===== src/design/rxcs_pkg.sv =====
// rxcs_pkg: register map, field positions, reset values and timing counts
// of the receive clock source and signal loss block.
// assumes a 25 MHz system clock; all line-side inputs are asynchronous.
package rxcs_pkg;
  localparam logic [3:0] ADDR_CTRL = 4'h0;
  localparam logic [3:0] ADDR_STATUS = 4'h1;
  localparam logic [3:0] ADDR_INT_STATUS = 4'h2;
  localparam logic [3:0] ADDR_INT_CLEAR = 4'h3;
  localparam logic [3:0] ADDR_INT_ENABLE = 4'h4;

  localparam int CTRL_ALARM_EN = 0;
  localparam int CTRL_CDR_BYPASS = 1;
  localparam int CTRL_PATT_MCLK = 2;
  localparam int CTRL_FALL_EDGE = 3;
  localparam logic [7:0] CTRL_RESET = 8'h00;
  localparam logic [3:0] INT_RESET = 4'h0;

  localparam int EV_LOS_SET = 0;
  localparam int EV_LOS_CLR = 1;
  localparam int EV_TX_MISS = 2;
  localparam int EV_MCLK_LOSS = 3;
  localparam int NUM_EV = 4;

  localparam int SYNC_W = 10;

  // tx line clock stuck for more than this many master reference cycles
  localparam logic [6:0] TX_MISS_MCLK_CYCLES = 7'h46;
  localparam int CLOCK_PERIOD_NS = 40;
  localparam int MCLK_LOSS_NS = 2000;
  localparam int MCLK_LOSS_CYCLES = (MCLK_LOSS_NS + CLOCK_PERIOD_NS - 1) / CLOCK_PERIOD_NS;
  localparam logic [1:0] STRAP_WAIT = 2'h2;

  typedef enum logic [1:0] {
    RXCS_IF_HW,
    RXCS_IF_SERIAL,
    RXCS_IF_MOTOROLA,
    RXCS_IF_INTEL
  } rxcs_ctrl_if_t;

  typedef enum logic [1:0] {
    RXCS_SRC_RECOVERED,
    RXCS_SRC_MCLK,
    RXCS_SRC_SLICER
  } rxcs_src_t;
endpackage : rxcs_pkg


===== src/design/rxcs_top.sv =====
// rxcs_top: receive clock selection, tx clock and master clock supervision,
// signal loss output and control interface strap decode.
// assumes every line-side input is asynchronous to clock and slow against it;
// the register port is driven from logic on clock.
`timescale 1ns/1ps

// Notes on behaviour
// - tx clock missing after over 70 mclk
// - rx clock rate follows line standard
// - loss with alarm enable: rx clock from mclk
// - recovery active: rx clock is recovered clock
// - rx data launched on active rx edge
// - recovery bypassed: rx clock is rail xor
// - mclk is recovery and interface reference
// - patterns timed by mclk when chosen
// - forced alarm patterns always use mclk; tx all ones and prbs use it only in hardware mode
// - mclk lost: tx line outputs released
// - loss output high while signal lost
// - loss output falls by itself
// - select pins 00 give hardware control
// - 01 serial, 10 motorola, 11 intel
// - hardware mode: edge pin low is rising
module rxcs_top
  import rxcs_pkg::*;
#(
  parameter int MCLK_LOSS = MCLK_LOSS_CYCLES
) (
  input wire logic clock,
  input wire logic resetn,
  input wire logic [3:0] addr,
  input wire logic [7:0] wdata,
  input wire logic wr_en,
  input wire logic rd_en,
  output logic [7:0] rdata,
  output logic irq,
  input wire logic mclk_in,
  input wire logic tx_line_clock,
  input wire logic rx_recovered_clock,
  input wire logic rx_signal_lost,
  input wire logic rx_data_in,
  input wire logic rx_positive_rail_in,
  input wire logic rx_negative_rail_in,
  input wire logic [1:0] ctrl_if_select,
  input wire logic rx_edge_select,
  input wire logic auto_all_ones_send,
  input wire logic all_ones_alarm,
  input wire logic transmit_all_ones,
  input wire logic prbs_send,
  output logic rx_clock,
  output logic rx_data,
  output logic rx_positive_rail,
  output logic rx_negative_rail,
  output logic los,
  output logic tx_clock_missing,
  output logic mclk_lost,
  output logic tx_line_oe,
  output rxcs_ctrl_if_t ctrl_if_mode,
  output logic mclk_ref_tick,
  output logic pattern_tick,
  output logic pattern_uses_mclk
);

  logic [SYNC_W-1:0] async_in;
  logic [SYNC_W-1:0] sync1;
  logic [SYNC_W-1:0] sync2;
  logic mclk_d;
  logic tx_line_clock_d;
  logic [7:0] ctrl;
  logic [NUM_EV-1:0] int_status;
  logic [NUM_EV-1:0] int_enable;
  logic [6:0] tx_line_clock_cnt;
  logic [15:0] mclk_idle;
  logic [1:0] strap_wait;
  logic [7:0] read_mux;

  // one strobe and address decode shared by every register write; reads decode addr alone
  function automatic logic reg_hit(input logic strobe, input logic [3:0] a, input logic [3:0] target);
    reg_hit = strobe && (a == target);
  endfunction : reg_hit

  assign async_in = {mclk_in, tx_line_clock, rx_recovered_clock, rx_signal_lost, rx_data_in,
                     rx_positive_rail_in, rx_negative_rail_in, rx_edge_select, ctrl_if_select};

  // two flops per line-side input; only the second flop feeds logic
  genvar gi;
  generate
    for (gi = 0; gi < SYNC_W; gi++) begin : g_sync
      always_ff @(posedge clock or negedge resetn) begin
        if (!resetn) begin
          sync1[gi] <= 1'b0;
          sync2[gi] <= 1'b0;
        end else begin
          sync1[gi] <= async_in[gi];
          sync2[gi] <= sync1[gi];
        end
      end
    end
  endgenerate

  wire mclk_s = sync2[9];
  wire tx_line_clock_s = sync2[8];
  wire rec_s = sync2[7];
  wire lost_s = sync2[6];
  wire rd_s = sync2[5];
  wire rp_s = sync2[4];
  wire rn_s = sync2[3];
  wire edge_pin_s = sync2[2];
  wire [1:0] sel_s = sync2[1:0];

  wire mclk_rise = mclk_s & ~mclk_d;
  wire mclk_edge = mclk_s ^ mclk_d;
  wire tx_line_clock_edge = tx_line_clock_s ^ tx_line_clock_d;
  wire tx_line_clock_rise = tx_line_clock_s & ~tx_line_clock_d;

  // tx clock supervision counts master reference cycles, not system cycles
  wire [6:0] next_tx_line_clock_cnt = tx_line_clock_edge ? 7'h00 :
                             (mclk_rise && tx_line_clock_cnt <= TX_MISS_MCLK_CYCLES) ? tx_line_clock_cnt + 7'h01 : tx_line_clock_cnt;
  wire next_tx_miss = next_tx_line_clock_cnt > TX_MISS_MCLK_CYCLES;

  wire [15:0] next_mclk_idle = mclk_edge ? 16'h0000 :
                               (mclk_idle < 16'(MCLK_LOSS)) ? mclk_idle + 16'h0001 : mclk_idle;
  wire next_mclk_lost = next_mclk_idle >= 16'(MCLK_LOSS);

  wire hw_mode = ctrl_if_mode == RXCS_IF_HW;
  wire fall_sel = hw_mode ? edge_pin_s : ctrl[CTRL_FALL_EDGE];

  // loss with alarm enable outranks bypass: a dead line gives no rail edges anyway
  wire [1:0] src_sel = (lost_s && ctrl[CTRL_ALARM_EN]) ? RXCS_SRC_MCLK :
                       ctrl[CTRL_CDR_BYPASS] ? RXCS_SRC_SLICER : RXCS_SRC_RECOVERED;
  // rate is that of the chosen source, so the line standard sets it
  wire next_rx_clock = (src_sel == RXCS_SRC_MCLK) ? mclk_s :
                       (src_sel == RXCS_SRC_SLICER) ? (rp_s ^ rn_s) : rec_s;
  wire launch = (next_rx_clock != rx_clock) && (next_rx_clock != fall_sel);

  wire next_uses_mclk = ctrl[CTRL_PATT_MCLK] | auto_all_ones_send | all_ones_alarm |
                        (hw_mode & (transmit_all_ones | prbs_send));

  wire ev_los_set = lost_s & ~los;
  wire ev_los_clr = ~lost_s & los;
  wire [NUM_EV-1:0] events = {next_mclk_lost & ~mclk_lost, next_tx_miss & ~tx_clock_missing,
                              ev_los_clr, ev_los_set};
  wire clear_hit = reg_hit(wr_en, addr, ADDR_INT_CLEAR);
  wire ctrl_hit = reg_hit(wr_en, addr, ADDR_CTRL);
  wire enable_hit = reg_hit(wr_en, addr, ADDR_INT_ENABLE);
  wire [NUM_EV-1:0] clear_mask = clear_hit ? wdata[NUM_EV-1:0] : INT_RESET;
  // a new event in the clear cycle stays set
  wire [NUM_EV-1:0] next_int_status = (int_status & ~clear_mask) | events;
  wire [NUM_EV-1:0] next_int_enable = enable_hit ? wdata[NUM_EV-1:0] : int_enable;

  wire [7:0] status_word = {2'h0, ctrl_if_mode, 1'b0, mclk_lost, tx_clock_missing, los};
  // the clear register is write-only and reads as zero like any hole
  always_comb begin
    if (addr == ADDR_CTRL) begin
      read_mux = ctrl;
    end else if (addr == ADDR_STATUS) begin
      read_mux = status_word;
    end else if (addr == ADDR_INT_STATUS) begin
      read_mux = {4'h0, int_status};
    end else if (addr == ADDR_INT_ENABLE) begin
      read_mux = {4'h0, int_enable};
    end else begin
      read_mux = 8'h00;
    end
  end

  always_ff @(posedge clock or negedge resetn) begin
    if (!resetn) begin
      mclk_d <= 1'b0;
      tx_line_clock_d <= 1'b0;
      tx_line_clock_cnt <= 7'h00;
      mclk_idle <= 16'h0000;
      tx_clock_missing <= 1'b0;
      mclk_lost <= 1'b0;
      tx_line_oe <= 1'b0;
    end else begin
      mclk_d <= mclk_s;
      tx_line_clock_d <= tx_line_clock_s;
      tx_line_clock_cnt <= next_tx_line_clock_cnt;
      mclk_idle <= next_mclk_idle;
      tx_clock_missing <= next_tx_miss;
      mclk_lost <= next_mclk_lost;
      tx_line_oe <= ~next_mclk_lost;
    end
  end

  always_ff @(posedge clock or negedge resetn) begin
    if (!resetn) begin
      rx_clock <= 1'b0;
      rx_data <= 1'b0;
      rx_positive_rail <= 1'b0;
      rx_negative_rail <= 1'b0;
      los <= 1'b0;
    end else begin
      rx_clock <= next_rx_clock;
      los <= lost_s;
      if (launch) begin
        rx_data <= rd_s;
        rx_positive_rail <= rp_s;
        rx_negative_rail <= rn_s;
      end
    end
  end

  // straps are caught once the synchronisers hold real pin levels
  always_ff @(posedge clock or negedge resetn) begin
    if (!resetn) begin
      strap_wait <= 2'h0;
      ctrl_if_mode <= RXCS_IF_HW;
    end else begin
      if (strap_wait != 2'h3) begin
        strap_wait <= strap_wait + 2'h1;
      end
      if (strap_wait == STRAP_WAIT) begin
        ctrl_if_mode <= rxcs_ctrl_if_t'(sel_s);
      end
    end
  end

  always_ff @(posedge clock or negedge resetn) begin
    if (!resetn) begin
      mclk_ref_tick <= 1'b0;
      pattern_tick <= 1'b0;
      pattern_uses_mclk <= 1'b0;
    end else begin
      mclk_ref_tick <= mclk_rise;
      pattern_uses_mclk <= next_uses_mclk;
      pattern_tick <= next_uses_mclk ? mclk_rise : tx_line_clock_rise;
    end
  end

  always_ff @(posedge clock or negedge resetn) begin
    if (!resetn) begin
      ctrl <= CTRL_RESET;
      int_status <= INT_RESET;
      int_enable <= INT_RESET;
      irq <= 1'b0;
      rdata <= 8'h00;
    end else begin
      if (ctrl_hit) begin
        ctrl <= wdata;
      end
      int_status <= next_int_status;
      int_enable <= next_int_enable;
      irq <= |(next_int_status & next_int_enable);
      rdata <= rd_en ? read_mux : 8'h00;
    end
  end
endmodule : rxcs_top


===== config.mk =====
export PLATFORM = sky130hd
export DESIGN_NAME = rxcs_top
export DESIGN_NICKNAME = d
export VERILOG_FILES = /design/src/design/rxcs_pkg.sv /design/src/design/rxcs_top.sv
export SDC_FILE = /design/constraint.sdc
export NUM_CORES = 1
export LEC_CHECK = 0
export BUFFER_PORTS_ARGS = -buffer_cell sky130_fd_sc_hd__buf_2
export CORE_MARGIN = 10
export CORE_UTILIZATION = 45
export DETAILED_ROUTE_END_ITERATION = 10
export PLACE_DENSITY = 0.66
export SLEW_MARGIN = 20
export SYNTH_ARGS = -nofsm -noshare
export SYNTH_HDL_FRONTEND = slang
export SYNTH_SLANG_ARGS = --single-unit
export TNS_END_PERCENT = 30

===== constraint.sdc =====
create_clock -name clock -period 2.55 [get_ports clock]
set_input_delay 0.1275 -clock clock [delete_from_list [all_inputs] [get_ports clock]]
set_output_delay 0.1275 -clock clock [all_outputs]
set_load 0.03 [all_outputs]

## Word-level counts from Yosys, hierarchy flattened

Index checks and enable logic that the tools add are counted.

| word-level totals | value |
|---|---|
| bits in registers | 85 |
| latch bits | 0 |
| memory bits (writable) | 0 |
| memory bits (read-only) | 0 |
| input port bits | 30 |
| output and inout bits | 22 |
| logic and storage cells | 110 |
| memories | 0 |

| operators by class | value |
|---|---|
| add/subtract/negate cells | 3 |
| $mul | 0 |
| divide/modulo/power cells | 0 |
| magnitude comparators | 4 |
| equality and inequality tests | 10 |
| shifts and indexed selects | 0 |
| mux-type cells | 17 |
| bitwise logic cells | 25 |
| reduce and logical (&&, ||, !) cells | 9 |

Operators with widths:

| kind | number |
|---|---|
| two-way mux 16 bit | 2 |
| two-way mux 8 bit | 4 |
| adder 16 x 1 -> 16 bit, second input constant | 1 |
| greater-or-equal comparator 16 x 6 -> 1 bit, second input constant | 1 |
| less-than comparator 16 x 6 -> 1 bit, second input constant | 1 |
| two-way mux 7 bit | 2 |
| two-way mux 4 bit | 3 |
| bitwise AND 4 bit | 2 |
| == test 4 x 2 -> 1 bit, second input constant | 2 |
| adder 7 x 1 -> 7 bit, second input constant | 1 |
| bitwise AND 1 bit | 7 |
| greater-than comparator 7 bit, second input constant | 1 |
| less-or-equal comparator 7 bit, second input constant | 1 |
| NOT 1 bit | 7 |
| logical AND 1 bit | 6 |
| == test 2 bit, second input constant | 2 |
| == test 4 x 1 -> 1 bit, second input constant | 1 |
| == test 4 x 3 -> 1 bit, second input constant | 1 |
| logical NOT 4 bit | 1 |
| two-way mux 1 bit | 4 |
| two-way mux 2 bit | 2 |
| NOT 4 bit | 1 |
| bitwise OR 1 bit | 4 |
| bitwise OR 4 bit | 1 |
| 7 further kinds | 10 |

## Depth between registers and ports, before layout

Gate-level depths: netlist of run 1.

| logic depth | value |
|---|---|
| depth in word-level cells | 10 |
| gate-level depth with buffers | 8 |
| mapped depth without buffers | 8 |

## Worst setup path after synthesis of run 1

No wires, ideal clock.

| timing path | value |
|---|---|
| kind | flip-flop to flip-flop |
| start point | register sync2[9], in the netlist mclk_s |
| end point | register irq |
| library setup time | 0.101 ns |
| arrival time | 1.833 ns |
| required time | 2.449 ns |
| setup slack | 0.617 ns |
| stages on the path, launching flop included | 8 |
| path buffers | 1 |
| clock period less this slack | 1.933 ns |
| cells stage by stage | dfrtp_1 -> ha_1 -> clkbuf_1 -> nand3_1 -> or3_1 -> a22oi_2 -> o22ai_2 -> o311ai_2 |

| between the ends | value |
|---|---|
| longest elaborated chain between the ends | 9 |
| elaborated cells between the ends (all ways) | 13 |
| classes of those cells | order compare: 2; mux: 3; bitwise: 6; reduce/logical: 2 |

RTL lines:

| item | RTL line | source |
|---|---|---|
| start: declaration | rxcs_top.sv:65 | `logic [SYNC_W-1:0] sync2;` |
| start signal: indexed assignment | rxcs_top.sv:94 | `sync2[gi] <= sync1[gi];` |
| bitwise AND 1 bit | rxcs_top.sv:110 | `wire mclk_rise = mclk_s & ~mclk_d;` |
| logical AND 1 bit | rxcs_top.sv:117 | `(mclk_rise && tx_line_clock_cnt <= TX_MISS_MCLK_CYCLES) ? tx_line_clock_cnt + 7'h01 : tx_line_clock_cnt;` |
| two-way mux 7 bit | rxcs_top.sv:117 |  |
| two-way mux 7 bit | rxcs_top.sv:116 | `wire [6:0] next_tx_line_clock_cnt = tx_line_clock_edge ? 7'h00 :` |
| greater-than comparator 7 bit | rxcs_top.sv:118 | `wire next_tx_miss = next_tx_line_clock_cnt > TX_MISS_MCLK_CYCLES;` |
| bitwise AND 1 bit | rxcs_top.sv:140 | `wire [NUM_EV-1:0] events = {next_mclk_lost & ~mclk_lost, next_tx_miss & ~tx_clock_missing,` |
| bitwise OR 4 bit * | rxcs_top.sv:147 | `wire [NUM_EV-1:0] next_int_status = (int_status & ~clear_mask) \| events;` |
| bitwise AND 4 bit * | rxcs_top.sv:244 | `irq <= \|(next_int_status & next_int_enable);` |
| OR reduction 4 bit * | rxcs_top.sv:244 |  |
| end signal: assignment | rxcs_top.sv:244 |  |
| end: declaration | rxcs_top.sv:35 | `output logic irq,` |

Every way passes the cells marked *; elsewhere a longest branch is shown, timed or not.
A chain may end at the register's enable or synchronous reset.

## Final worst setup path of run 1

Ends and elaborated chain as after synthesis.

==> flow_metrics.env, run 1 <==
export IMPL_finalSetupViolCount=0
export IMPL_syn_avg_cell_area_um2=12.5
export IMPL_ys_async_sr_fraction=1.00
export IMPL_htreeDepth=3
export IMPL_final_common_cell="dfrtp_1"
export IMPL_rsz0062_at_grt="false"
export IMPL_worstPathArrival_ps=2390
export IMPL_portBuffers=51
export IMPL_synth_ff_type="dfrtp_1"
export IMPL_max_stage_delay_ps=570
export IMPL_wl_um=6550
export IMPL_fin_crit_ps=2130
export IMPL_place_gp_congestion=0.858
export IMPL_die_area_um2=11600
export IMPL_min_path_type="input pin to register"
export IMPL_die_w_um=107
export IMPL_place_hpwl_um=4600
export IMPL_placed_cell_area_um2=3830
export IMPL_finalHoldViolations=0
export IMPL_sw_frac_of_total=0.270
export IMPL_netlist_instances=275
export IMPL_design_area_um2=4210
export IMPL_start_util=0.470
export IMPL_reg2reg_depth=6
export IMPL_tns_ps=0
export IMPL_worst_skew_pair_late_latency_ps=350
export IMPL_synth_seq_area_share=0.618
export IMPL_syn_nets=312
export IMPL_startpoint_type="register"
export IMPL_path_clk_slew_ps=90
export IMPL_synth_edf_count=0
export IMPL_route_vias_total=2260
export IMPL_crit_type="register to register"
export IMPL_synth_area_top_cells="dfrtp_1, and2_1, mux2_1"
export IMPL_clock_path_buffers=2
export IMPL_ir_drop_v=0.000335
export IMPL_setup_ws_ps=419
export IMPL_cp_end_kind="register"
export IMPL_pin_count=52
export IMPL_post_place_ws_ps=398
export IMPL_coreArea_um2=7330
export IMPL_antenna_found_initial=0
export IMPL_grtUsageTotal=0.120
export IMPL_routedWlPerCell_um=14.4
export IMPL_p_sw_w=0.000802
export IMPL_finalPower_w=0.00297
export IMPL_hold_depth=3
export IMPL_nets=388
export IMPL_pwr_share_seq=0.520
export IMPL_syn_area_um2=3440
export IMPL_rows=31
export IMPL_yosysTopAreaCell="dfrtp_1"
export IMPL_grt_pass1_wl_um=11100
export IMPL_grt_start_max_net_pins=86
export IMPL_drtAntennaViolNets=0
export IMPL_outcome="complete, no violations"
export IMPL_cts_made_buffers=9
export IMPL_cts_tree="yes"
export IMPL_max_freq_mhz=469
export IMPL_yosysTopAreaCellShare=0.618
export IMPL_cts_resized=0
export IMPL_internal_power_w=0.00217
export IMPL_avgViaCountPerCell=4.97
export IMPL_crit_chain="ha_1, nand2_1, or4_4, a22oi_2, o22ai_2, o311ai_2"
export IMPL_n_fill_cell=622
export IMPL_p_leak_nw=2.01
export IMPL_yosys_warnings=0
export IMPL_drv_slew=0
export IMPL_critPathRequiredTime_ps=2810
export IMPL_numClockSinks=85
export IMPL_drt_first_pass_iters=4
export IMPL_worstPathMaxFanout=20
export IMPL_ctsHoldBuffers=16
export IMPL_areaGrowthSynthToFinish_pct=22.1
export IMPL_root_buffer="clkbuf_8"
export IMPL_drc=0
export IMPL_antenna_cells=0
export IMPL_gr_total_overflow=0
export IMPL_first_global_vias=2345
export IMPL_drv_cap=0
export IMPL_die_h_um=107
export IMPL_finClkSkew_ps=11.3
export IMPL_post_cts_setup_buffers=0
export IMPL_final_cell_mix="dfrtp_1, buf_2, nand2_1"
export IMPL_min_period_over_period=0.836
export IMPL_drive_gt1_frac=0.230
export IMPL_maxSlewHeadroom=0.697
export IMPL_synth_ff_latch_count=85
export IMPL_tightestPinTransition_ps=454
export IMPL_ys_types=49
export IMPL_p_per_area_nw_per_um2=706
export IMPL_pwr_share_comb=0.149
export IMPL_drtIter0Drc=56
export IMPL_cp_slowest_cell="ha_1"
export IMPL_clock_power_share=0.331
-- worst paths after layout --
path | from | endpoint | slack (ps)
min reg2reg | sync1[6] | lost_s | 350
max | mclk_s | irq | 420
min | auto_all_ones_send | pattern_uses_mclk | 10
max reg2reg | mclk_s | irq | 420
min in group asynchronous | resetn | mclk_idle[0] | 340
max in group asynchronous | resetn | tx_line_clock_cnt[0] | 1860
-- layer usage --
metal	share of wire	track usage	vias up
li1	-	-	1113
met1	0.45	0.150	1082
met2	0.46	0.184	55
met3	0.063	0.0395	10
met4	0.019	0.0573	0
met5	0	0	-
-- power groups by stage --
stage	clock network [W]	logic [W]	registers [W]
4_1_cts	0.00101	0.000453	0.00155
5_1_grt	0.00106	0.000493	0.00157
2_1_floorplan	0	0.000199	0.00164
3_5_place_dp	0	0.000432	0.00157
6_report	0.000982	0.000442	0.00155
3_3_place_gp	0	0.000426	0.00157
-- flip-flops by register name, indices dropped and copies added (netlist names), 2 cells and up --
| name | flops |
|---|---|
| tx_line_clock_cnt | 7 |
| sync1 | 10 |
| sel_s | 2 |
| rdata | 8 |
| strap_wait | 2 |
| mclk_idle | 16 |
| int_status | 4 |
| int_enable | 4 |
| ctrl_if_mode | 2 |
| ctrl | 8 |
-- worst max-delay path, delay by kind of cell (launching register included) --
family / cells / cell delay [ps]
AO/OA/AOI/OAI: 3 / 540
adder cells (fa/ha/maj): 1 / 570
flip-flops: 1 / 400
AND/OR/NAND/NOR: 2 / 530
-- kinds of logic after synthesis --
kind of cell	Yosys count	synth area share
mux	26	0.0817
xor+xnor	11	0.0280
buf+inv	16	0.0174
fa+ha+maj	7	0.0254
flops	85	0.618
simple gates	94	0.150
compound gates	36	0.0796
-- synth_stat cells (3+ instances only) --
cell type	number
o21ai_0	10
xnor2_1	8
nor2_1	12
mux2_2	6
nand2_1	25
mux2_1	11
xor2_1	3
a22oi_1	4
ha_1	7
nor3_1	5
mux2i_1	9
inv_1	12
nand3_1	4
and2_1	22
nor2b_1	6
o31ai_1	3
dfrtp_1	85
-- area by class of cell --
type                       instances  area, um2  share of cell area
sequential                        85       2130               0.506
multi-input combinational        174       1260               0.299
timing repair buffer              68        438               0.104
clock buffer                      12        155              0.0369
tap                               99        124              0.0295
clock inverter                     4       55.1              0.0131
inverter                          13       48.8              0.0116
-- stage by stage --
| step | utilization | hold WS (ps) | instances |
|---|---|---|---|
| after floorplan | - | -168 | 275 |
| after global placement | 0.523 | 194 | 423 |
| after detailed placement | 0.523 | 196 | 423 |
| after CTS | 0.574 | 2.57 | 455 |
| after global routing | 0.574 | 5.31 | 455 |
| final | 0.574 | 9.92 | 455 |
(Power assumes the default switching activity.)
==> run 2: changes to the inputs <==
Settings changed: ABC_AREA from default to 1.
Clock period 2.55 ns to 2.1 ns, I/O delays scaled along.
==> run 2 against run 1 <==
  * Via count up 14%
  * Sequential share of layout area is 1.9 points lower
  * Clock-buffer cell count is 3 lower
  * Worst setup slack worse by 230 ps
  * Synthesized cell count increased by 33%
  * Worst hold slack improved by 48 ps
  * Sequential power is 20% higher
  * First-iteration DRC count grew 93%
  * Critical path type unchanged
==> flow_metrics.env, run 2 <==
export IMPL_wl_um=7130
export IMPL_cp_buffers_inverters=1
export IMPL_routedWlPerCell_um=12.9
export IMPL_die_h_um=109
export IMPL_setup_ws_ps=191
export IMPL_drtAntennaViolNets=0
export IMPL_crit_type="register to register"
export IMPL_synth_area_top_cells="dfrtp_1, nand2_1, inv_1"
export IMPL_synth_most_common_cell="dfrtp_1"
export IMPL_avgViaCountPerCell=4.65
export IMPL_syn_area_um2=3600
export IMPL_yosys_warnings=0
export IMPL_max_stage_delay_ps=470
export IMPL_drc=0
export IMPL_cts_tree="yes"
export IMPL_worstPathMaxFanout=16
export IMPL_first_global_vias=2615
export IMPL_antenna_found_initial=0
export IMPL_tightestPinTransition_ps=501
export IMPL_grt_start_max_net_pins=40
export IMPL_crit_chain="ha_1, nand2_1, inv_1, nor4_4, nand3_2, nand2_2, nand2_2, a21oi_2, nand2_1"
export IMPL_p_leak_nw=2.37
export IMPL_portBuffers=51
export IMPL_syn_nets=403
export IMPL_startpoint_type="register"
export IMPL_ys_async_sr_fraction=1.00
export IMPL_tns_ps=0
export IMPL_outcome="complete, no violations"
export IMPL_grt_pass1_wl_um=11900
export IMPL_yosysTopAreaCell="dfrtp_1"
export IMPL_synth_edf_count=0
export IMPL_ys_types=36
export IMPL_worst_skew_pair_late_latency_ps=360
export IMPL_post_cts_setup_buffers=0
export IMPL_top_register="mclk_idle"
export IMPL_clock_path_buffers=2
export IMPL_p_per_area_nw_per_um2=826
export IMPL_finalSetupViolCount=0
export IMPL_largest_reg_flops=16
export IMPL_netlist_instances=366
export IMPL_drv_cap=0
export IMPL_ir_drop_v=0.000469
export IMPL_critPathRequiredTime_ps=2350
export IMPL_pin_count=52
export IMPL_crit_family="simple AND/OR/NAND/NOR gates"
export IMPL_drive_gt1_frac=0.231
export IMPL_worstPathArrival_ps=2160
export IMPL_cp_slowest_cell="ha_1"
export IMPL_drtIter0Drc=108
export IMPL_coreArea_um2=7770
export IMPL_place_hpwl_um=5240
export IMPL_synth_seq_area_share=0.591
export IMPL_grtUsageTotal=0.124
export IMPL_drv_slew=0
export IMPL_die_area_um2=12000
export IMPL_route_vias_total=2566
export IMPL_final_common_cell="dfrtp_1"
export IMPL_path_clk_slew_ps=90
export IMPL_max_freq_mhz=524
export IMPL_synth_ff_latch_count=85
export IMPL_yosys_top_cells_count="dfrtp_1, nand2_1, inv_1"
export IMPL_drt_first_pass_iters=4
export IMPL_finalHoldViolations=0
export IMPL_place_gp_congestion=0.857
export IMPL_cp_end_kind="register"
export IMPL_rsz0062_at_grt="false"
export IMPL_antenna_cells=0
export IMPL_min_path_type="input pin to register"
export IMPL_htreeDepth=3
export IMPL_synth_ff_type="dfrtp_1"
export IMPL_yosysTopAreaCellShare=0.591
export IMPL_start_util=0.463
export IMPL_min_period_over_period=0.909
export IMPL_gr_total_overflow=0
export IMPL_post_place_ws_ps=179
export IMPL_cts_made_buffers=9
export IMPL_final_cell_mix="dfrtp_1, nand2_1, inv_1"
export IMPL_die_w_um=109
export IMPL_syn_avg_cell_area_um2=9.83
export IMPL_areaGrowthSynthToFinish_pct=21.4
export IMPL_maxSlewHeadroom=0.666
export IMPL_nets=482
export IMPL_rows=32
export IMPL_finClkSkew_ps=9.59
export IMPL_holdWs_ps=57.5
export IMPL_reg_top3="mclk_idle: 16 flops, sync1: 10 flops"
export IMPL_fin_crit_ps=1910
export IMPL_root_buffer="clkbuf_8"
export IMPL_numClockSinks=85
-- run 2: cell types whose count changed in the layout (fill, tap and decap cells not counted), sizes merged, moves of 8 or more --
cell / change
and2: -23
o21ai: +16
nor2: +18
mux2i: -8
mux2: -11
nand3: +22
inv: +54
nand2: +59
-- run 2: repair_timing --
action | in CTS | in global routing
hold buffers | 18 | 0
hold endpoints to repair | 53 | 0
setup endpoints to repair | 0 | 1
resized for setup | 0 | 1
-- run 2: stage by stage --
step | area (um2) | util | total power, W | std cells
after detailed placement | 3980 | 0.513 | 0.00241 | 518
after global routing | 4370 | 0.562 | 0.00379 | 552
after CTS | 4370 | 0.562 | 0.00365 | 552
after global placement | 3980 | 0.513 | 0.00240 | 518
after floorplan | 3600 | - | 0.00222 | 366
final | 4370 | 0.562 | 0.00361 | 552
-- run 2: cell families (layout without fill, tap and decap cells) --
kind of cell | Yosys count | in the layout | share of synthesized area
buffers and inverters | 67 | 151 | 0.0758
muxes | 7 | 7 | 0.0216
DFF | 85 | 85 | 0.591
and+or+nand+nor | 154 | 154 | 0.212
AOI/OAI and AO/OA | 41 | 41 | 0.0629
xor gates and xnor gates | 5 | 5 | 0.0122
adders and majority gates | 7 | 7 | 0.0243
-- run 2: metal layers --
layer | vias to the layer above | part of all wire | global-route usage
met3 | 9 | 0.047 | 0.0392
li1 | 1312 | - | -
met4 | 0 | 0.014 | 0.0437
met2 | 45 | 0.48 | 0.195
met1 | 1200 | 0.46 | 0.158
met5 | - | 0 | 0
-- run 2: layout make-up --
cell class / count / area, um2
Inverter: 64 / 243
Tap cell: 102 / 128
Fill cell: 709 / 3400
Multi-Input combinational cell: 214 / 1200
Timing Repair Buffer: 71 / 465
Clock buffer: 9 / 124
Sequential cell: 85 / 2130
Clock inverter: 7 / 82.6
-- run 2: final timing paths --
check / start / end / depth (start not counted) / slack (ps)
worst max-delay path: mclk_s / irq / 9 / 190
worst min-delay path: wdata[2] / ctrl[2] / 3 / 60
worst max register to register: mclk_s / irq / 9 / 190
worst min register to register: sync1[9] / mclk_s / 0 / 350
max in group asynchronous: resetn / mclk_idle[13] / 3 / 1220
min in group asynchronous: resetn / rdata[7] / 2 / 240
-- run 2: worst min-delay path, cell delays in order --
cell     delay (ps)
buf_2           100
inv_1            80
o21ai_0          90
-- run 2: power by group --
group | switching, W | total, W | internal [W]
registers | 0.0000801 | 0.00186 | 0.00178
clock network | 0.000637 | 0.00121 | 0.000570
logic | 0.000336 | 0.000540 | 0.000204
==> run 3: changes to the inputs <==
Settings changed: CTS_BUF_LIST from default to sky130_fd_sc_hd__clkbuf_2, SKIP_LAST_GASP from default to 1.
==> run 3 against run 2 <==
  * Utilization rose by 0.56 points
  * Worst setup slack got worse by 32 ps
  * Clock skew rose by 12 ps
  * Global-route usage rose by 0.35 points
  * First-iteration DRC count fell by 6.5%
  * Largest cell class unchanged
  * Flip-flop and latch count did not move
  * Via count rose by 2.6%
  * Power fell by 7.6%
  * Combinational power rose by 3%
  * Register-to-register slack got worse by 30 ps
  * Maximum frequency fell by 1.7%
  * Cell area rose by 1.0%
==> flow_metrics.env, run 3 (synthesis gave the netlist of run 2 again) <==
export IMPL_critPathRequiredTime_ps=2550
export IMPL_antenna_found_initial=0
export IMPL_clock_path_buffers=2
export IMPL_htreeDepth=3
export IMPL_p_per_area_nw_per_um2=755
export IMPL_crit_chain="nor3_1, dlygate4sd3_1, nand2_1, dlygate4sd3_1"
export IMPL_coreArea_um2=7770
export IMPL_die_area_um2=12000
export IMPL_nets=494
export IMPL_crit_path_frequent_cell="dlygate4sd3_1"
export IMPL_numClockSinks=85
export IMPL_worstPathMaxFanout=3
export IMPL_rsz0062_at_grt="false"
export IMPL_largest_reg_flops=16
export IMPL_drtAntennaViolNets=0
export IMPL_wl_um=7320
export IMPL_finalHoldViolations=0
export IMPL_cts_made_buffers=9
export IMPL_top_register="mclk_idle"
export IMPL_drtIter0Drc=101
export IMPL_outcome="complete, no violations"
export IMPL_cp_slowest_cell="dlygate4sd3_1"
export IMPL_drv_cap=0
export IMPL_n_fill_cell=716
export IMPL_utilization=0.568
export IMPL_min_path_type="input pin to async pin"
export IMPL_crit_type="register to register"
export IMPL_start_util=0.463
export IMPL_grt_start_max_net_pins=40
export IMPL_fin_crit_ps=1940
export IMPL_max_freq_mhz=515
export IMPL_cp_end_kind="register"
export IMPL_ir_drop_v=0.000476
export IMPL_die_w_um=109
export IMPL_root_buffer="clkbuf_2"
export IMPL_areaGrowthSynthToFinish_pct=22.6
export IMPL_finClkSkew_ps=21.6
export IMPL_avgViaCountPerCell=4.67
export IMPL_final_common_cell="dfrtp_1"
export IMPL_worst_skew_pair_late_latency_ps=520
export IMPL_multi_input_area_um2=1200
export IMPL_min_period_over_period=0.924
export IMPL_grt_pass1_wl_um=12200
export IMPL_portBuffers=51
export IMPL_grtUsageTotal=0.128
export IMPL_pin_count=52
export IMPL_routedWlPerCell_um=13.0
export IMPL_max_stage_delay_ps=580
export IMPL_maxSlewHeadroom=0.675
export IMPL_finalSetupViolCount=0
export IMPL_gr_total_overflow=0
export IMPL_p_leak_nw=2.38
export IMPL_final_cell_mix="dfrtp_1, nand2_1, inv_1"
export IMPL_drc=0
export IMPL_place_hpwl_um=5240
export IMPL_drt_first_pass_iters=4
export IMPL_path_clk_slew_ps=250
export IMPL_finalPower_w=0.00333
export IMPL_tns_ps=0
export IMPL_tightestPinTransition_ps=487
export IMPL_antenna_cells=0
export IMPL_startpoint_type="register"
export IMPL_first_global_vias=2664
export IMPL_setup_ws_ps=159
export IMPL_die_h_um=109
export IMPL_place_gp_congestion=0.857
export IMPL_cts_tree="yes"
export IMPL_post_cts_setup_buffers=0
export IMPL_reg_top3="mclk_idle: 16 flops, sync1: 10 flops"
export IMPL_drv_slew=0
export IMPL_regArea_um2=2130
export IMPL_post_place_ws_ps=179
export IMPL_route_vias_total=2632
export IMPL_worstPathArrival_ps=2390
export IMPL_drive_gt1_frac=0.227
export IMPL_rows=32
[run 3: routing by layer]
layer  up-vias  wire, um  track usage
li1       1339         -            -
met1      1223      3270        0.161
met2        56      3580        0.205
met3        14       345       0.0316
met4         0       114       0.0548
met5         -         0            0
[run 3: where the power goes]
part / switching (W) / internal, W / total [W]
logic: 0.000338 / 0.000219 / 0.000557
registers: 0.0000813 / 0.00178 / 0.00186
clock network: 0.000614 / 0.000297 / 0.000911
total: 0.00103 / 0.00230 / 0.00333
[run 3: final timing paths]
| path | slack, ps | cells after the start | end | startpoint |
|---|---|---|---|---|
| min in group clock | 60 | 6 | rdata[6] | addr[2] |
| setup / recovery | 160 | 4 | pattern_uses_mclk | ctrl[2] |
| max in group asynchronous | 1430 | 3 | mclk_idle[13] | resetn |
| hold / removal | 30 | 2 | rdata[7] | resetn |
| hold reg to reg | 380 | 0 | mclk_s | sync1[9] |
| setup reg to reg | 160 | 4 | pattern_uses_mclk | ctrl[2] |
[run 3: timing repair]
item                       in CTS  in global routing
setup endpoints to repair       0                  1
hold endpoints to repair      121                  0
gates resized for setup         0                  2
hold buffers                   30                  0
[run 3: worst max-delay path, delay by kind of cell, from the launching register on]
family        cells  cell delay, ps
buf+inv           2            1150
flops             1             470
simple gates      2             250
[run 3: layout make-up]
| type | instances | area share |
|---|---|---|
| repair buffers | 83 | 0.133 |
| well taps | 102 | 0.0289 |
| inverters | 64 | 0.0550 |
| clock buffers | 9 | 0.0102 |
| flip-flops and latches | 85 | 0.482 |
| clock inverters | 7 | 0.0187 |
| multi-input cells | 214 | 0.272 |
[run 3: metrics by stage]
step	cells	instance area, um2	hold slack (ps)
2_1_floorplan	366	3600	-191
3_3_place_gp	518	3980	104
3_5_place_dp	518	3980	107
4_1_cts	564	4410	20.7
5_1_grt	564	4410	21.3
6_report	564	4410	32.6
